--- src/mpg_pkg.sv ---
// package for the multi-port gpio bank: register map, widths, reset values
package mpg_pkg;
	// register byte offsets
	localparam logic [7:0] MPG_OFS_P0_LATCH  = 8'h00;
	localparam logic [7:0] MPG_OFS_P1_LATCH  = 8'h04;
	localparam logic [7:0] MPG_OFS_P2_LATCH  = 8'h08;
	localparam logic [7:0] MPG_OFS_P3_LATCH  = 8'h0c;
	localparam logic [7:0] MPG_OFS_P4_LATCH  = 8'h10;
	localparam logic [7:0] MPG_OFS_P5_LATCH  = 8'h14;
	localparam logic [7:0] MPG_OFS_P0_DIR    = 8'h20;
	localparam logic [7:0] MPG_OFS_P1_DIR    = 8'h24;
	localparam logic [7:0] MPG_OFS_P2_DIR    = 8'h28;
	localparam logic [7:0] MPG_OFS_P3_DIR    = 8'h2c;
	localparam logic [7:0] MPG_OFS_P4_DIR    = 8'h30;
	localparam logic [7:0] MPG_OFS_P5_DIR    = 8'h34;
	localparam logic [7:0] MPG_OFS_PULLUP    = 8'h40;
	localparam logic [7:0] MPG_OFS_P2_CTRL   = 8'h44;
	localparam logic [7:0] MPG_OFS_P5_LCD    = 8'h48;
	// pull-up option register field positions
	localparam int MPG_PU_P0_LSB = 0;
	localparam int MPG_PU_P1_LSB = 8;
	localparam int MPG_PU_P3_LSB = 16;
	// direction register: 1 = input; reset all inputs
	localparam logic [7:0] MPG_DIR_RST   = 8'hff;
	localparam logic [7:0] MPG_LATCH_RST = 8'h00;
	localparam logic [7:0] MPG_CTRL_RST  = 8'h00;
	localparam logic [23:0] MPG_PULLUP_RST = 24'h000000;
	localparam logic [1:0] MPG_RESP_OKAY   = 2'b00;
	localparam logic [1:0] MPG_RESP_SLVERR = 2'b10;
	localparam int MPG_P1_W_MASK  = 2;
	localparam int MPG_P1_W_FLASH = 8;
	// port 2 bit index of the open-drain pin
	localparam int MPG_P2_OD_BIT = 4;
endpackage
--- src/mpg_gpio_bank.sv ---
// multi-port gpio bank with axi4-lite register slave
//
// Added by the designer: the address map and the AXI4-Lite register port.
`timescale 1ns/1ns
`default_nettype none
// Operation
// - port 0 has eight pins, each independently input or output.
// - port 1 per-bit direction; two bits mask-ROM, eight bits flash.
// - port 2 has seven pins, each independently input or output.
// - port 2 bit 4 is open drain, only pulls low.
// - port 3 has five pins, each independently input or output.
// - ports 0,1,3 pull-up only when option bit set and pin input.
// - flash variant adds two-bit port 4, pins also interrupt inputs.
// - port 5 eight bits, no pull-up, lcd segments reversed order.
// - each port 2 pin except bit 4 switchable between port and control mode.
module mpg_gpio_bank
	import mpg_pkg::*;
#(
	parameter bit FLASH = 1'b1
) (
	// clock and reset
	input  wire logic        aclk,
	input  wire logic        aresetn,
	// axi4-lite write channels
	input  wire logic [7:0]  s_axi_awaddr,
	input  wire logic        s_axi_awvalid,
	output logic             s_axi_awready,
	input  wire logic [31:0] s_axi_wdata,
	input  wire logic [3:0]  s_axi_wstrb,
	input  wire logic        s_axi_wvalid,
	output logic             s_axi_wready,
	output logic [1:0]       s_axi_bresp,
	output logic             s_axi_bvalid,
	input  wire logic        s_axi_bready,
	// axi4-lite read channels
	input  wire logic [7:0]  s_axi_araddr,
	input  wire logic        s_axi_arvalid,
	output logic             s_axi_arready,
	output logic [31:0]      s_axi_rdata,
	output logic [1:0]       s_axi_rresp,
	output logic             s_axi_rvalid,
	input  wire logic        s_axi_rready,
	// port pins: input level, output value, output enable
	input  wire logic [7:0]  p0_in,
	output logic [7:0]       p0_out,
	output logic [7:0]       p0_oe,
	output logic [7:0]       p0_pull_en,
	input  wire logic [7:0]  p1_in,
	output logic [7:0]       p1_out,
	output logic [7:0]       p1_oe,
	output logic [7:0]       p1_pull_en,
	input  wire logic [6:0]  p2_in,
	output logic [6:0]       p2_out,
	output logic [6:0]       p2_oe,
	input  wire logic [4:0]  p3_in,
	output logic [4:0]       p3_out,
	output logic [4:0]       p3_oe,
	output logic [4:0]       p3_pull_en,
	input  wire logic [1:0]  p4_in,
	output logic [1:0]       p4_out,
	output logic [1:0]       p4_oe,
	input  wire logic [7:0]  p5_in,
	output logic [7:0]       p5_out,
	output logic [7:0]       p5_oe,
	// alternate functions: peripheral side
	input  wire logic        buzzer_out,
	input  wire logic        clock_pulse_out,
	input  wire logic        serial_tx_line,
	input  wire logic [7:0]  lcd_segment_outputs,
	output logic             ext_irq_line_a,
	output logic             ext_irq_line_b,
	output logic             ext_irq_line_c,
	output logic             ext_irq_line_d,
	output logic             ext_irq_line_e,
	output logic             serial_rx_line
);
	localparam int P1W = FLASH ? MPG_P1_W_FLASH : MPG_P1_W_MASK;
	localparam logic [7:0] P1_MASK = 8'((16'h1 << P1W) - 16'h1);
	localparam logic [1:0] P4_MASK = FLASH ? 2'h3 : 2'h0;

	logic [7:0]  p0_lat_q, p1_lat_q, p5_lat_q, p0_dir_q, p1_dir_q, p5_dir_q;
	logic [6:0]  p2_lat_q, p2_dir_q, p2_ctl_q;
	logic [4:0]  p3_lat_q, p3_dir_q;
	logic [1:0]  p4_lat_q, p4_dir_q;
	logic [23:0] pull_up_option_reg_q;
	logic [7:0]  p5_lcd_q;
	logic [7:0]  aw_q;
	logic [31:0] wd_q;
	logic [3:0]  ws_q;
	logic        aw_ok_q, w_ok_q;
	logic [7:0]  lcd_rev;

	// write address and data captured independently
	always_ff @(posedge aclk) begin
		if (!aresetn) begin
			aw_ok_q <= 1'b0;
			w_ok_q  <= 1'b0;
			aw_q    <= 8'h00;
			wd_q    <= 32'h0000_0000;
			ws_q    <= 4'h0;
		end else if (aw_ok_q && w_ok_q) begin
			aw_ok_q <= 1'b0;
			w_ok_q  <= 1'b0;
		end else begin
			if (s_axi_awvalid && s_axi_awready) begin
				aw_ok_q <= 1'b1;
				aw_q    <= s_axi_awaddr;
			end
			if (s_axi_wvalid && s_axi_wready) begin
				w_ok_q <= 1'b1;
				wd_q   <= s_axi_wdata;
				ws_q   <= s_axi_wstrb;
			end
		end
	end

	// ready high while the slot is free and no response is pending
	always_ff @(posedge aclk) begin
		if (!aresetn) begin
			s_axi_awready <= 1'b0;
			s_axi_wready  <= 1'b0;
		end else begin
			s_axi_awready <= !aw_ok_q && !(s_axi_awvalid && s_axi_awready) && !s_axi_bvalid;
			s_axi_wready  <= !w_ok_q && !(s_axi_wvalid && s_axi_wready) && !s_axi_bvalid;
		end
	end

	logic wr_go, wr_hit;
	assign wr_go = aw_ok_q && w_ok_q;
	assign wr_hit = aw_q[1:0] == 2'b00 && (aw_q[7:2] <= MPG_OFS_P5_LATCH[7:2]
		|| (aw_q[7:2] >= MPG_OFS_P0_DIR[7:2] && aw_q[7:2] <= MPG_OFS_P5_DIR[7:2])
		|| (aw_q[7:2] >= MPG_OFS_PULLUP[7:2] && aw_q[7:2] <= MPG_OFS_P5_LCD[7:2]));

	// register writes; low byte lane carries port data
	always_ff @(posedge aclk) begin
		if (!aresetn) begin
			p0_dir_q <= MPG_DIR_RST;
			p1_dir_q <= MPG_DIR_RST;
			p2_dir_q <= MPG_DIR_RST[6:0];
			p3_dir_q <= MPG_DIR_RST[4:0];
			p4_dir_q <= MPG_DIR_RST[1:0];
			p5_dir_q <= MPG_DIR_RST;
			p0_lat_q <= MPG_LATCH_RST;
			p1_lat_q <= MPG_LATCH_RST;
			p2_lat_q <= MPG_LATCH_RST[6:0];
			p3_lat_q <= MPG_LATCH_RST[4:0];
			p4_lat_q <= MPG_LATCH_RST[1:0];
			p5_lat_q <= MPG_LATCH_RST;
			p2_ctl_q <= MPG_CTRL_RST[6:0];
			p5_lcd_q <= MPG_CTRL_RST;
			pull_up_option_reg_q <= MPG_PULLUP_RST;
		end else if (wr_go) begin
			if (ws_q[0]) begin
				if (aw_q == MPG_OFS_P0_LATCH) p0_lat_q <= wd_q[7:0];
				else if (aw_q == MPG_OFS_P1_LATCH) p1_lat_q <= wd_q[7:0] & P1_MASK;
				else if (aw_q == MPG_OFS_P2_LATCH) p2_lat_q <= wd_q[6:0];
				else if (aw_q == MPG_OFS_P3_LATCH) p3_lat_q <= wd_q[4:0];
				else if (aw_q == MPG_OFS_P4_LATCH) p4_lat_q <= wd_q[1:0] & P4_MASK;
				else if (aw_q == MPG_OFS_P5_LATCH) p5_lat_q <= wd_q[7:0];
				else if (aw_q == MPG_OFS_P0_DIR) p0_dir_q <= wd_q[7:0];
				else if (aw_q == MPG_OFS_P1_DIR) p1_dir_q <= wd_q[7:0] | ~P1_MASK;
				else if (aw_q == MPG_OFS_P2_DIR) p2_dir_q <= wd_q[6:0];
				else if (aw_q == MPG_OFS_P3_DIR) p3_dir_q <= wd_q[4:0];
				else if (aw_q == MPG_OFS_P4_DIR) p4_dir_q <= wd_q[1:0] | ~P4_MASK;
				else if (aw_q == MPG_OFS_P5_DIR) p5_dir_q <= wd_q[7:0];
				else if (aw_q == MPG_OFS_P2_CTRL) p2_ctl_q <= wd_q[6:0];
				else if (aw_q == MPG_OFS_P5_LCD) p5_lcd_q <= wd_q[7:0];
				else if (aw_q == MPG_OFS_PULLUP) pull_up_option_reg_q[7:0] <= wd_q[7:0];
			end
			if (aw_q == MPG_OFS_PULLUP && ws_q[1])
				pull_up_option_reg_q[15:8] <= wd_q[15:8] & P1_MASK;
			if (aw_q == MPG_OFS_PULLUP && ws_q[2])
				pull_up_option_reg_q[20:16] <= wd_q[20:16];
		end
	end

	// write response one cycle after both halves are held
	always_ff @(posedge aclk) begin
		if (!aresetn) begin
			s_axi_bvalid <= 1'b0;
			s_axi_bresp  <= MPG_RESP_OKAY;
		end else if (wr_go) begin
			s_axi_bvalid <= 1'b1;
			s_axi_bresp  <= wr_hit ? MPG_RESP_OKAY : MPG_RESP_SLVERR;
		end else if (s_axi_bready) begin
			s_axi_bvalid <= 1'b0;
		end
	end

	// read mux: input pins return pin level, outputs the latch
	logic [31:0] rd_d;
	logic        rd_err;
	always_comb begin
		rd_d   = 32'h0000_0000;
		rd_err = 1'b0;
		if (s_axi_araddr == MPG_OFS_P0_LATCH)
			rd_d[7:0] = (p0_dir_q & p0_in) | (~p0_dir_q & p0_lat_q);
		else if (s_axi_araddr == MPG_OFS_P1_LATCH)
			rd_d[7:0] = ((p1_dir_q & p1_in) | (~p1_dir_q & p1_lat_q)) & P1_MASK;
		else if (s_axi_araddr == MPG_OFS_P2_LATCH)
			rd_d[6:0] = (p2_dir_q & p2_in) | (~p2_dir_q & p2_lat_q);
		else if (s_axi_araddr == MPG_OFS_P3_LATCH)
			rd_d[4:0] = (p3_dir_q & p3_in) | (~p3_dir_q & p3_lat_q);
		else if (s_axi_araddr == MPG_OFS_P4_LATCH)
			rd_d[1:0] = ((p4_dir_q & p4_in) | (~p4_dir_q & p4_lat_q)) & P4_MASK;
		else if (s_axi_araddr == MPG_OFS_P5_LATCH)
			rd_d[7:0] = (p5_dir_q & p5_in) | (~p5_dir_q & p5_lat_q);
		else if (s_axi_araddr == MPG_OFS_P0_DIR) rd_d[7:0] = p0_dir_q;
		else if (s_axi_araddr == MPG_OFS_P1_DIR) rd_d[7:0] = p1_dir_q;
		else if (s_axi_araddr == MPG_OFS_P2_DIR) rd_d[6:0] = p2_dir_q;
		else if (s_axi_araddr == MPG_OFS_P3_DIR) rd_d[4:0] = p3_dir_q;
		else if (s_axi_araddr == MPG_OFS_P4_DIR) rd_d[1:0] = p4_dir_q;
		else if (s_axi_araddr == MPG_OFS_P5_DIR) rd_d[7:0] = p5_dir_q;
		else if (s_axi_araddr == MPG_OFS_PULLUP) rd_d[23:0] = pull_up_option_reg_q;
		else if (s_axi_araddr == MPG_OFS_P2_CTRL) rd_d[6:0] = p2_ctl_q;
		else if (s_axi_araddr == MPG_OFS_P5_LCD) rd_d[7:0] = p5_lcd_q;
		else rd_err = 1'b1;
	end

	// read channel: one read at a time, data one cycle after address
	always_ff @(posedge aclk) begin
		if (!aresetn) begin
			s_axi_arready <= 1'b0;
			s_axi_rvalid  <= 1'b0;
			s_axi_rdata   <= 32'h0000_0000;
			s_axi_rresp   <= MPG_RESP_OKAY;
		end else if (s_axi_arvalid && s_axi_arready) begin
			s_axi_arready <= 1'b0;
			s_axi_rvalid  <= 1'b1;
			s_axi_rdata   <= rd_d;
			s_axi_rresp   <= rd_err ? MPG_RESP_SLVERR : MPG_RESP_OKAY;
		end else if (s_axi_rvalid) begin
			if (s_axi_rready) s_axi_rvalid <= 1'b0;
		end else begin
			s_axi_arready <= 1'b1;
		end
	end

	// lcd segment order reversed onto port 5
	always_comb for (int i = 0; i < 8; i++) lcd_rev[i] = lcd_segment_outputs[7 - i];

	// pin drive registers
	always_ff @(posedge aclk) begin
		if (!aresetn) begin
			p0_out <= 8'h00; p0_oe <= 8'h00; p0_pull_en <= 8'h00;
			p1_out <= 8'h00; p1_oe <= 8'h00; p1_pull_en <= 8'h00;
			p2_out <= 7'h00; p2_oe <= 7'h00;
			p3_out <= 5'h00; p3_oe <= 5'h00; p3_pull_en <= 5'h00;
			p4_out <= 2'h0;  p4_oe <= 2'h0;
			p5_out <= 8'h00; p5_oe <= 8'h00;
		end else begin
			p0_out <= p0_lat_q;
			p0_oe  <= ~p0_dir_q;
			p0_pull_en <= pull_up_option_reg_q[MPG_PU_P0_LSB +: 8] & p0_dir_q;
			p1_out <= p1_lat_q & P1_MASK;
			p1_oe  <= ~p1_dir_q & P1_MASK;
			p1_pull_en <= pull_up_option_reg_q[MPG_PU_P1_LSB +: 8] & p1_dir_q & P1_MASK;
			p3_out <= p3_lat_q;
			p3_oe  <= ~p3_dir_q;
			p3_pull_en <= pull_up_option_reg_q[MPG_PU_P3_LSB +: 5] & p3_dir_q;
			p4_out <= p4_lat_q & P4_MASK;
			p4_oe  <= ~p4_dir_q & P4_MASK;
			p5_out <= (p5_lcd_q & lcd_rev) | (~p5_lcd_q & p5_lat_q);
			p5_oe  <= p5_lcd_q | ~p5_dir_q;
			// port 2: control mode swaps in peripheral outputs
			p2_out <= {p2_lat_q[6],
				p2_ctl_q[5] ? serial_tx_line : p2_lat_q[5],
				1'b0,
				p2_ctl_q[3] ? clock_pulse_out : p2_lat_q[3],
				p2_ctl_q[2] ? buzzer_out : p2_lat_q[2],
				p2_lat_q[1:0]};
			p2_oe <= {~p2_dir_q[6],
				~p2_dir_q[5],
				~p2_dir_q[MPG_P2_OD_BIT] & ~p2_lat_q[MPG_P2_OD_BIT],
				~p2_dir_q[3:0]};
		end
	end

	// interrupt and serial receive routing; port 2 lines gated by control mode, port 4 lines by the flash variant
	always_ff @(posedge aclk) begin
		if (!aresetn) begin
			ext_irq_line_a <= 1'b0;
			ext_irq_line_b <= 1'b0;
			ext_irq_line_c <= 1'b0;
			ext_irq_line_d <= 1'b0;
			ext_irq_line_e <= 1'b0;
			serial_rx_line <= 1'b1;
		end else begin
			ext_irq_line_a <= p2_ctl_q[0] & p2_in[0];
			ext_irq_line_b <= p2_ctl_q[1] & p2_in[1];
			ext_irq_line_c <= p2_ctl_q[2] & p2_in[2];
			ext_irq_line_d <= P4_MASK[0] & p4_in[0];
			ext_irq_line_e <= P4_MASK[1] & p4_in[1];
			serial_rx_line <= p2_ctl_q[6] ? p2_in[6] : 1'b1;
		end
	end
endmodule
`default_nettype wire

--- config.mk ---
export PLATFORM = sky130hd
export DESIGN_NAME = mpg_gpio_bank
export DESIGN_NICKNAME = d
export VERILOG_FILES = /design/src/mpg_pkg.sv /design/src/mpg_gpio_bank.sv
export SDC_FILE = /design/constraint.sdc
export NUM_CORES = 1
export LEC_CHECK = 0
export BUFFER_PORTS_ARGS = -buffer_cell sky130_fd_sc_hd__buf_4
export CAP_MARGIN = 10
export CORE_ASPECT_RATIO = 1.25
export CORE_MARGIN = 5
export CORE_UTILIZATION = 40
export CTS_CLUSTER_DIAMETER = 50
export CTS_CLUSTER_SIZE = 40
export DETAILED_ROUTE_END_ITERATION = 16
export SLEW_MARGIN = 10
export SYNTH_ARGS = -nofsm -noshare
export SYNTH_HDL_FRONTEND = slang
export SYNTH_SLANG_ARGS = --single-unit
--- constraint.sdc ---
create_clock -name aclk -period 3.4 [get_ports aclk]
set_input_delay 0.68 -clock aclk [delete_from_list [all_inputs] [get_ports aclk]]
set_output_delay 0.68 -clock aclk [all_outputs]
set_load 0.03 [all_outputs]
# After elaboration in Yosys (flattened, before gate mapping)
# Index checks and enable logic that the tools add are counted.
# word_totals
output_inout_bits	144
in_bits	108
word_cells	255
ff_bits	282
# op_classes
magnitude_cmp	5
mux	67
n_bitwise	57
n_reduce_logical	46
eq_ne	28
# op_table
op	count
two-way mux 17 bit	9
two-way mux 8 bit	13
equality test 8 x 6 -> 1 bit (second input constant)	12
two-way mux 16 bit	6
bitwise AND 8 bit	10
equality test 8 x 7 -> 1 bit (second input constant)	6
bitwise OR 8 bit	5
two-way mux 19 bit	2
equality test 8 x 4 -> 1 bit (second input constant)	4
equality test 8 x 5 -> 1 bit (second input constant)	4
NOT 8 bit	4
two-way mux 13 bit	2
two-way mux 1 bit	24
two-way mux 22 bit	1
two-way mux 7 bit	3
NOT 1 bit	20
AND reduction 17 bit	1
equality test 8 x 3 -> 1 bit (second input constant)	2
logical NOT 8 bit	2
AND reduction 16 bit	1
bitwise AND 5 bit	3
AND reduction 15 bit	1
bitwise AND 7 bit	2
two-way mux 14 bit	1
35 further kinds	65

# Depth between registers and ports, before layout
# logic_depth
ltp_word	29
mapped_depth	8
ltp_nobuf	5

# Worst setup path before layout
# Ideal clock, no wire load.
# synth_path
kind	input-to-reg
startpoint	input s_axi_araddr[4]
endpoint	register s_axi_rdata[1]
setup_time_ns	0.116
setup_slack_ns	1.097
path_stages	7
required_time_ns	3.284
path_buffers	2
arrival_ns	2.187
path_cell_list	buf_2 > or4_1 > clkbuf_1 > nor2_1 > a21oi_1 > a22o_1 > a31o_2
# synth_via
elab_chain_len	21
elab_cells_between_ends	35
classes_between	14 x eq/ne; 20 x mux; 1 x reduce/logical
# synth_rtl
item	line	source
start, declared	mpg_gpio_bank.sv:36	input wire logic [7:0] s_axi_araddr,
equality test 8 x 7 -> 1 bit	mpg_gpio_bank.sv:216	else if (s_axi_araddr == MPG_OFS_P5_LCD) rd_d[7:0] = p5_lcd_q;
two-way mux 8 bit	mpg_gpio_bank.sv:216	
two-way mux 7 bit	mpg_gpio_bank.sv:215	else if (s_axi_araddr == MPG_OFS_P2_CTRL) rd_d[6:0] = p2_ctl_q;
two-way mux 8 bit	mpg_gpio_bank.sv:214	else if (s_axi_araddr == MPG_OFS_PULLUP) rd_d[23:0] = pull_up_option_reg_q;
two-way mux 8 bit	mpg_gpio_bank.sv:213	else if (s_axi_araddr == MPG_OFS_P5_DIR) rd_d[7:0] = p5_dir_q;
two-way mux 2 bit	mpg_gpio_bank.sv:212	else if (s_axi_araddr == MPG_OFS_P4_DIR) rd_d[1:0] = p4_dir_q;
two-way mux 5 bit	mpg_gpio_bank.sv:211	else if (s_axi_araddr == MPG_OFS_P3_DIR) rd_d[4:0] = p3_dir_q;
two-way mux 7 bit	mpg_gpio_bank.sv:210	else if (s_axi_araddr == MPG_OFS_P2_DIR) rd_d[6:0] = p2_dir_q;
[5 not listed]	n/a	
two-way mux 8 bit	mpg_gpio_bank.sv:200	else if (s_axi_araddr == MPG_OFS_P2_LATCH)
two-way mux 8 bit	mpg_gpio_bank.sv:198	else if (s_axi_araddr == MPG_OFS_P1_LATCH)
two-way mux 8 bit	mpg_gpio_bank.sv:196	if (s_axi_araddr == MPG_OFS_P0_LATCH)
two-way mux 2 bit	mpg_gpio_bank.sv:204	else if (s_axi_araddr == MPG_OFS_P4_LATCH)
two-way mux 5 bit	mpg_gpio_bank.sv:202	else if (s_axi_araddr == MPG_OFS_P3_LATCH)
two-way mux 7 bit	mpg_gpio_bank.sv:200	
two-way mux 8 bit	mpg_gpio_bank.sv:198	
two-way mux 8 bit *	mpg_gpio_bank.sv:196	
end signal, assigned	mpg_gpio_bank.sv:230	s_axi_rdata <= rd_d;
end, declared	mpg_gpio_bank.sv:39	output logic [31:0] s_axi_rdata,
# Every way passes the cells marked *; elsewhere a longest branch is shown, timed or not. The select of a mux whose other input is x is not followed.
# A chain may end at the register's enable or synchronous reset.

# Worst setup path after layout
# layout_path
startpoint	register aw_q[0]
endpoint	register p5_dir_q[1]
# layout_via
elab_chain_len	3
elab_cells_between_ends	24
classes_between	11 x eq/ne; 11 x bitwise; 2 x reduce/logical
# layout_rtl
item	line	source
start, declared	mpg_gpio_bank.sv:87	logic [7:0] aw_q;
start signal, assigned	mpg_gpio_bank.sv:107	aw_q <= s_axi_awaddr;
equality test 8 x 6 -> 1 bit, or another cell as far along	mpg_gpio_bank.sv:164	else if (aw_q == MPG_OFS_P4_DIR) p4_dir_q <= wd_q[1:0] | ~P4_MASK;
NOT 1 bit (no line)	n/a	
AND reduction 14 bit (no line) *	n/a	
end signal, assigned	mpg_gpio_bank.sv:165	else if (aw_q == MPG_OFS_P5_DIR) p5_dir_q <= wd_q[7:0];
end, declared	mpg_gpio_bank.sv:81	logic [7:0] p0_lat_q, p1_lat_q, p5_lat_q, p0_dir_q, p1_dir_q, p5_dir_q;
# Every way passes the cells marked *; elsewhere a longest branch is shown, timed or not.

==> results.toml <==
[status]
status = "finished, final reports clean"

[sta]
relSlewSlack = 0.3181
slew_violations = 0
fin_ws_ns = 0.8826
fin_tns_setup_ns = 0
fin_crit_sh = 0.7404
min_period_ns = 2.517
worst_slew_pin_slew_ns = 1.020
final-hold-violation-count = 0
max_freq_ghz = 0.3972
setup_viol = 0
skew_ns = 0.01827
rsz0062_at_grt = "false"

[min_path]
hold_depth = 2
hp-start = "s_axi_rready"
hold_end = "s_axi_rvalid$_SDFF_PN0_"
hold_class = "in -> reg"

[drt]
drt-wirelength-per-cell_um = 22.91
drt-pass1-iter-count = 5
vias_per_cell = 5.454
drt-initial-drc-count = 755
num_vias = 9659
detail_route.drc_violations = 0
drtAntennaViolNets = 0
drt_wl_total_mm = 40.57

[worst_setup_path]
reg2reg_depth = 6
slowest_delay_ns = 0.47
path_max_fanout = 10
critPathKind = "reg -> reg"
critPathArrivalTime_ns = 2.93
r2r-end = "p5_dir_q[1]$_SDFFE_PN1P_"
crit_slowest_cell = "nand4_2"
cp.required_ns = 3.81
cp-end-kind = "flop"
start_kind = "flop"
path_cells = "nor2_1 -> nor4bb_2 -> buf_4 -> nand4_2 -> mux2i_1 -> nand2_1"
reg2reg_from = "aw_q[0]$_SDFFE_PN0P_"
rrSetupSlack_ns = 0.88

[yosys]
synth_cell_types = 74
ys_warn_count = 0
synth_edf_count = 0
yosysSeqAreaShare = 0.4883
synth_common_cells = "dfxtp_1, nand2_1, mux2i_1"
syn_inst = 1200
async_flop_share = 0
synth_area_leaders = "dfxtp_1, mux2i_1, nand2_1"
syn_avg_cell_area_um2 = 9.429
synth_top_area_share = 0.4883
yosys.cell_count.top_type = "dfxtp_1"
synth.cell_area_um2 = 11310
ys.flop_type = "dfxtp_1"
synth-seq-cells = 276
synth.largest_area_cell = "dfxtp_1"

[die]
die_area_um2 = 31770
pin_count = 252
core_um2 = 27740
die_h_um = 198.0
rows = 68
start_util = 0.4079
die_w_um = 160.4

[grt]
grt_max_degree = 172
grt_first_pass_wirelength_mm = 60.15
grt_pass1_vias = 9353
antenna_found_initial = 0
gr-total-overflow = 0
track_usage = 0.2458

[cells_and_area]
fin_nets = 1509
multi_input_area_um2 = 5398
antennaDiodeCount = 0
nFillCells = 2669
drive_gt1_frac = 0.2336
top_regs = "pull_up_option_reg_q x21, s_axi_rdata x21, wd_q x21"
ff_latch_area_um2 = 5525
area_growth_pct = 25.91

[cts]
cts_tree = "built"
numCtsBuffers = 26
cts_resized = 0
cts-root-buf = "clkbuf_16"
ctsHoldBuffers = 0
path_clk_slew_ns = 0.08
cts_setup_buffers = 0
clkLatencyLatePin_ns = 0.55
cts-htree-levels = 1
clkSinkCount = 276
clk_path_buf_depth = 3

[power]
power_density_nw_per_um2 = 486.5
leakagePower_nw = 6.111
ir_drop_mv = 0.3009

[placement]
detailed_place_hpwl_mm = 29.90
io_buffers = 225
place_ws_ns = 0.6422
gp_congestion = 0.9607

[flow_run]
max-cap-violations = 0
power by group:
part / internal, mW / total [mW] / switching [mW]
Sequential: 3.26 / 3.31 / 0.0551
Clock: 1.66 / 3.15 / 1.50
Combinational: 0.189 / 0.465 / 0.276
cell families (layout without fill, tap and decap cells):
group                  after synthesis  count (layout)  share of synthesized area
other                                1              14                  0.0003314
buffers and inverters              101             309                    0.04036
and+or+nand+nor                    489             489                     0.2287
AOI/OAI and AO/OA                  223             223                     0.1440
DFF                                276             276                     0.4883
muxes                              110             110                    0.09831
area by class of cell:
type | instances | area share
Timing Repair Buffer | 250 | 0.1329
Clock inverter | 20 | 0.01836
Multi-Input combinational cell | 836 | 0.3789
Inverter | 11 | 0.002898
Clock buffer | 28 | 0.04839
Sequential cell | 276 | 0.3878
Tap cell | 350 | 0.03074
how the worst max path moves through the flow:
stage,start,to,cells after the start
floorplan,s_axi_araddr[4],s_axi_rdata[1]$_SDFFE_PN0P_,7
global placement,s_axi_araddr[3],s_axi_rdata[2]$_SDFFE_PN0P_,6
detailed placement,s_axi_araddr[3],s_axi_rdata[2]$_SDFFE_PN0P_,6
CTS,aw_q[0]$_SDFFE_PN0P_,p5_dir_q[4]$_SDFFE_PN1P_,6
global route,aw_q[0]$_SDFFE_PN0P_,p5_dir_q[4]$_SDFFE_PN1P_,6
finish,aw_q[0]$_SDFFE_PN0P_,p5_dir_q[1]$_SDFFE_PN1P_,6
worst max-delay path: cells and delay by family (launching register included):
family | cells | cell delay [ns]
muxes | 1 | 0.31
and+or+nand+nor | 4 | 1.44
DFF | 1 | 0.36
buffers and inverters | 1 | 0.26
layout by cell type, fill, tap and decap left out, types with 6 or more instances in the layout:
master | Yosys | final
a211oi_1 | 6 | 6
a21boi_0 | 80 | 80
a21oi_1 | 28 | 28
a22o_1 | 14 | 14
a32oi_1 | 6 | 6
and2_1 | 31 | 31
and3_1 | 28 | 28
buf_4 | 14 | 248
clkbuf_16 | 0 | 27
conb_1 | 1 | 14
dfxtp_1 | 276 | 276
inv_1 | 10 | 10
mux2_2 | 9 | 9
mux2i_1 | 101 | 101
nand2_1 | 167 | 167
nand2b_1 | 10 | 10
nand3_1 | 80 | 80
nor2_1 | 32 | 32
nor2b_1 | 88 | 88
nor3_1 | 8 | 8
o21ai_0 | 26 | 26
o22ai_1 | 8 | 8
routing by layer:
layer,part of all wire,vias to the layer above,wire length (um),GRT usage
met1,0.44,4615,17790,0.3395
met5,0,-,0,0
met3,0.066,81,2664,0.03560
met2,0.46,383,18550,0.3930
li1,-,4580,-,-
met4,0.038,0,1555,0.08989
through the flow:
stage / hold slack [ns] / utilization / instance area, um^2 / power (mW) / std cells
2_1_floorplan: 0.3956 / - / 11360 / 3.637 / 1213
3_3_place_gp: 0.4369 / 0.4793 / 13300 / 3.848 / 1723
3_5_place_dp: 0.4503 / 0.4793 / 13300 / 3.848 / 1723
4_1_cts: 0.3010 / 0.5136 / 14250 / 6.984 / 1771
5_1_grt: 0.3208 / 0.5136 / 14250 / 7.148 / 1771
6_report: 0.3176 / 0.5136 / 14250 / 6.931 / 1771
(Power assumes the default switching activity.)
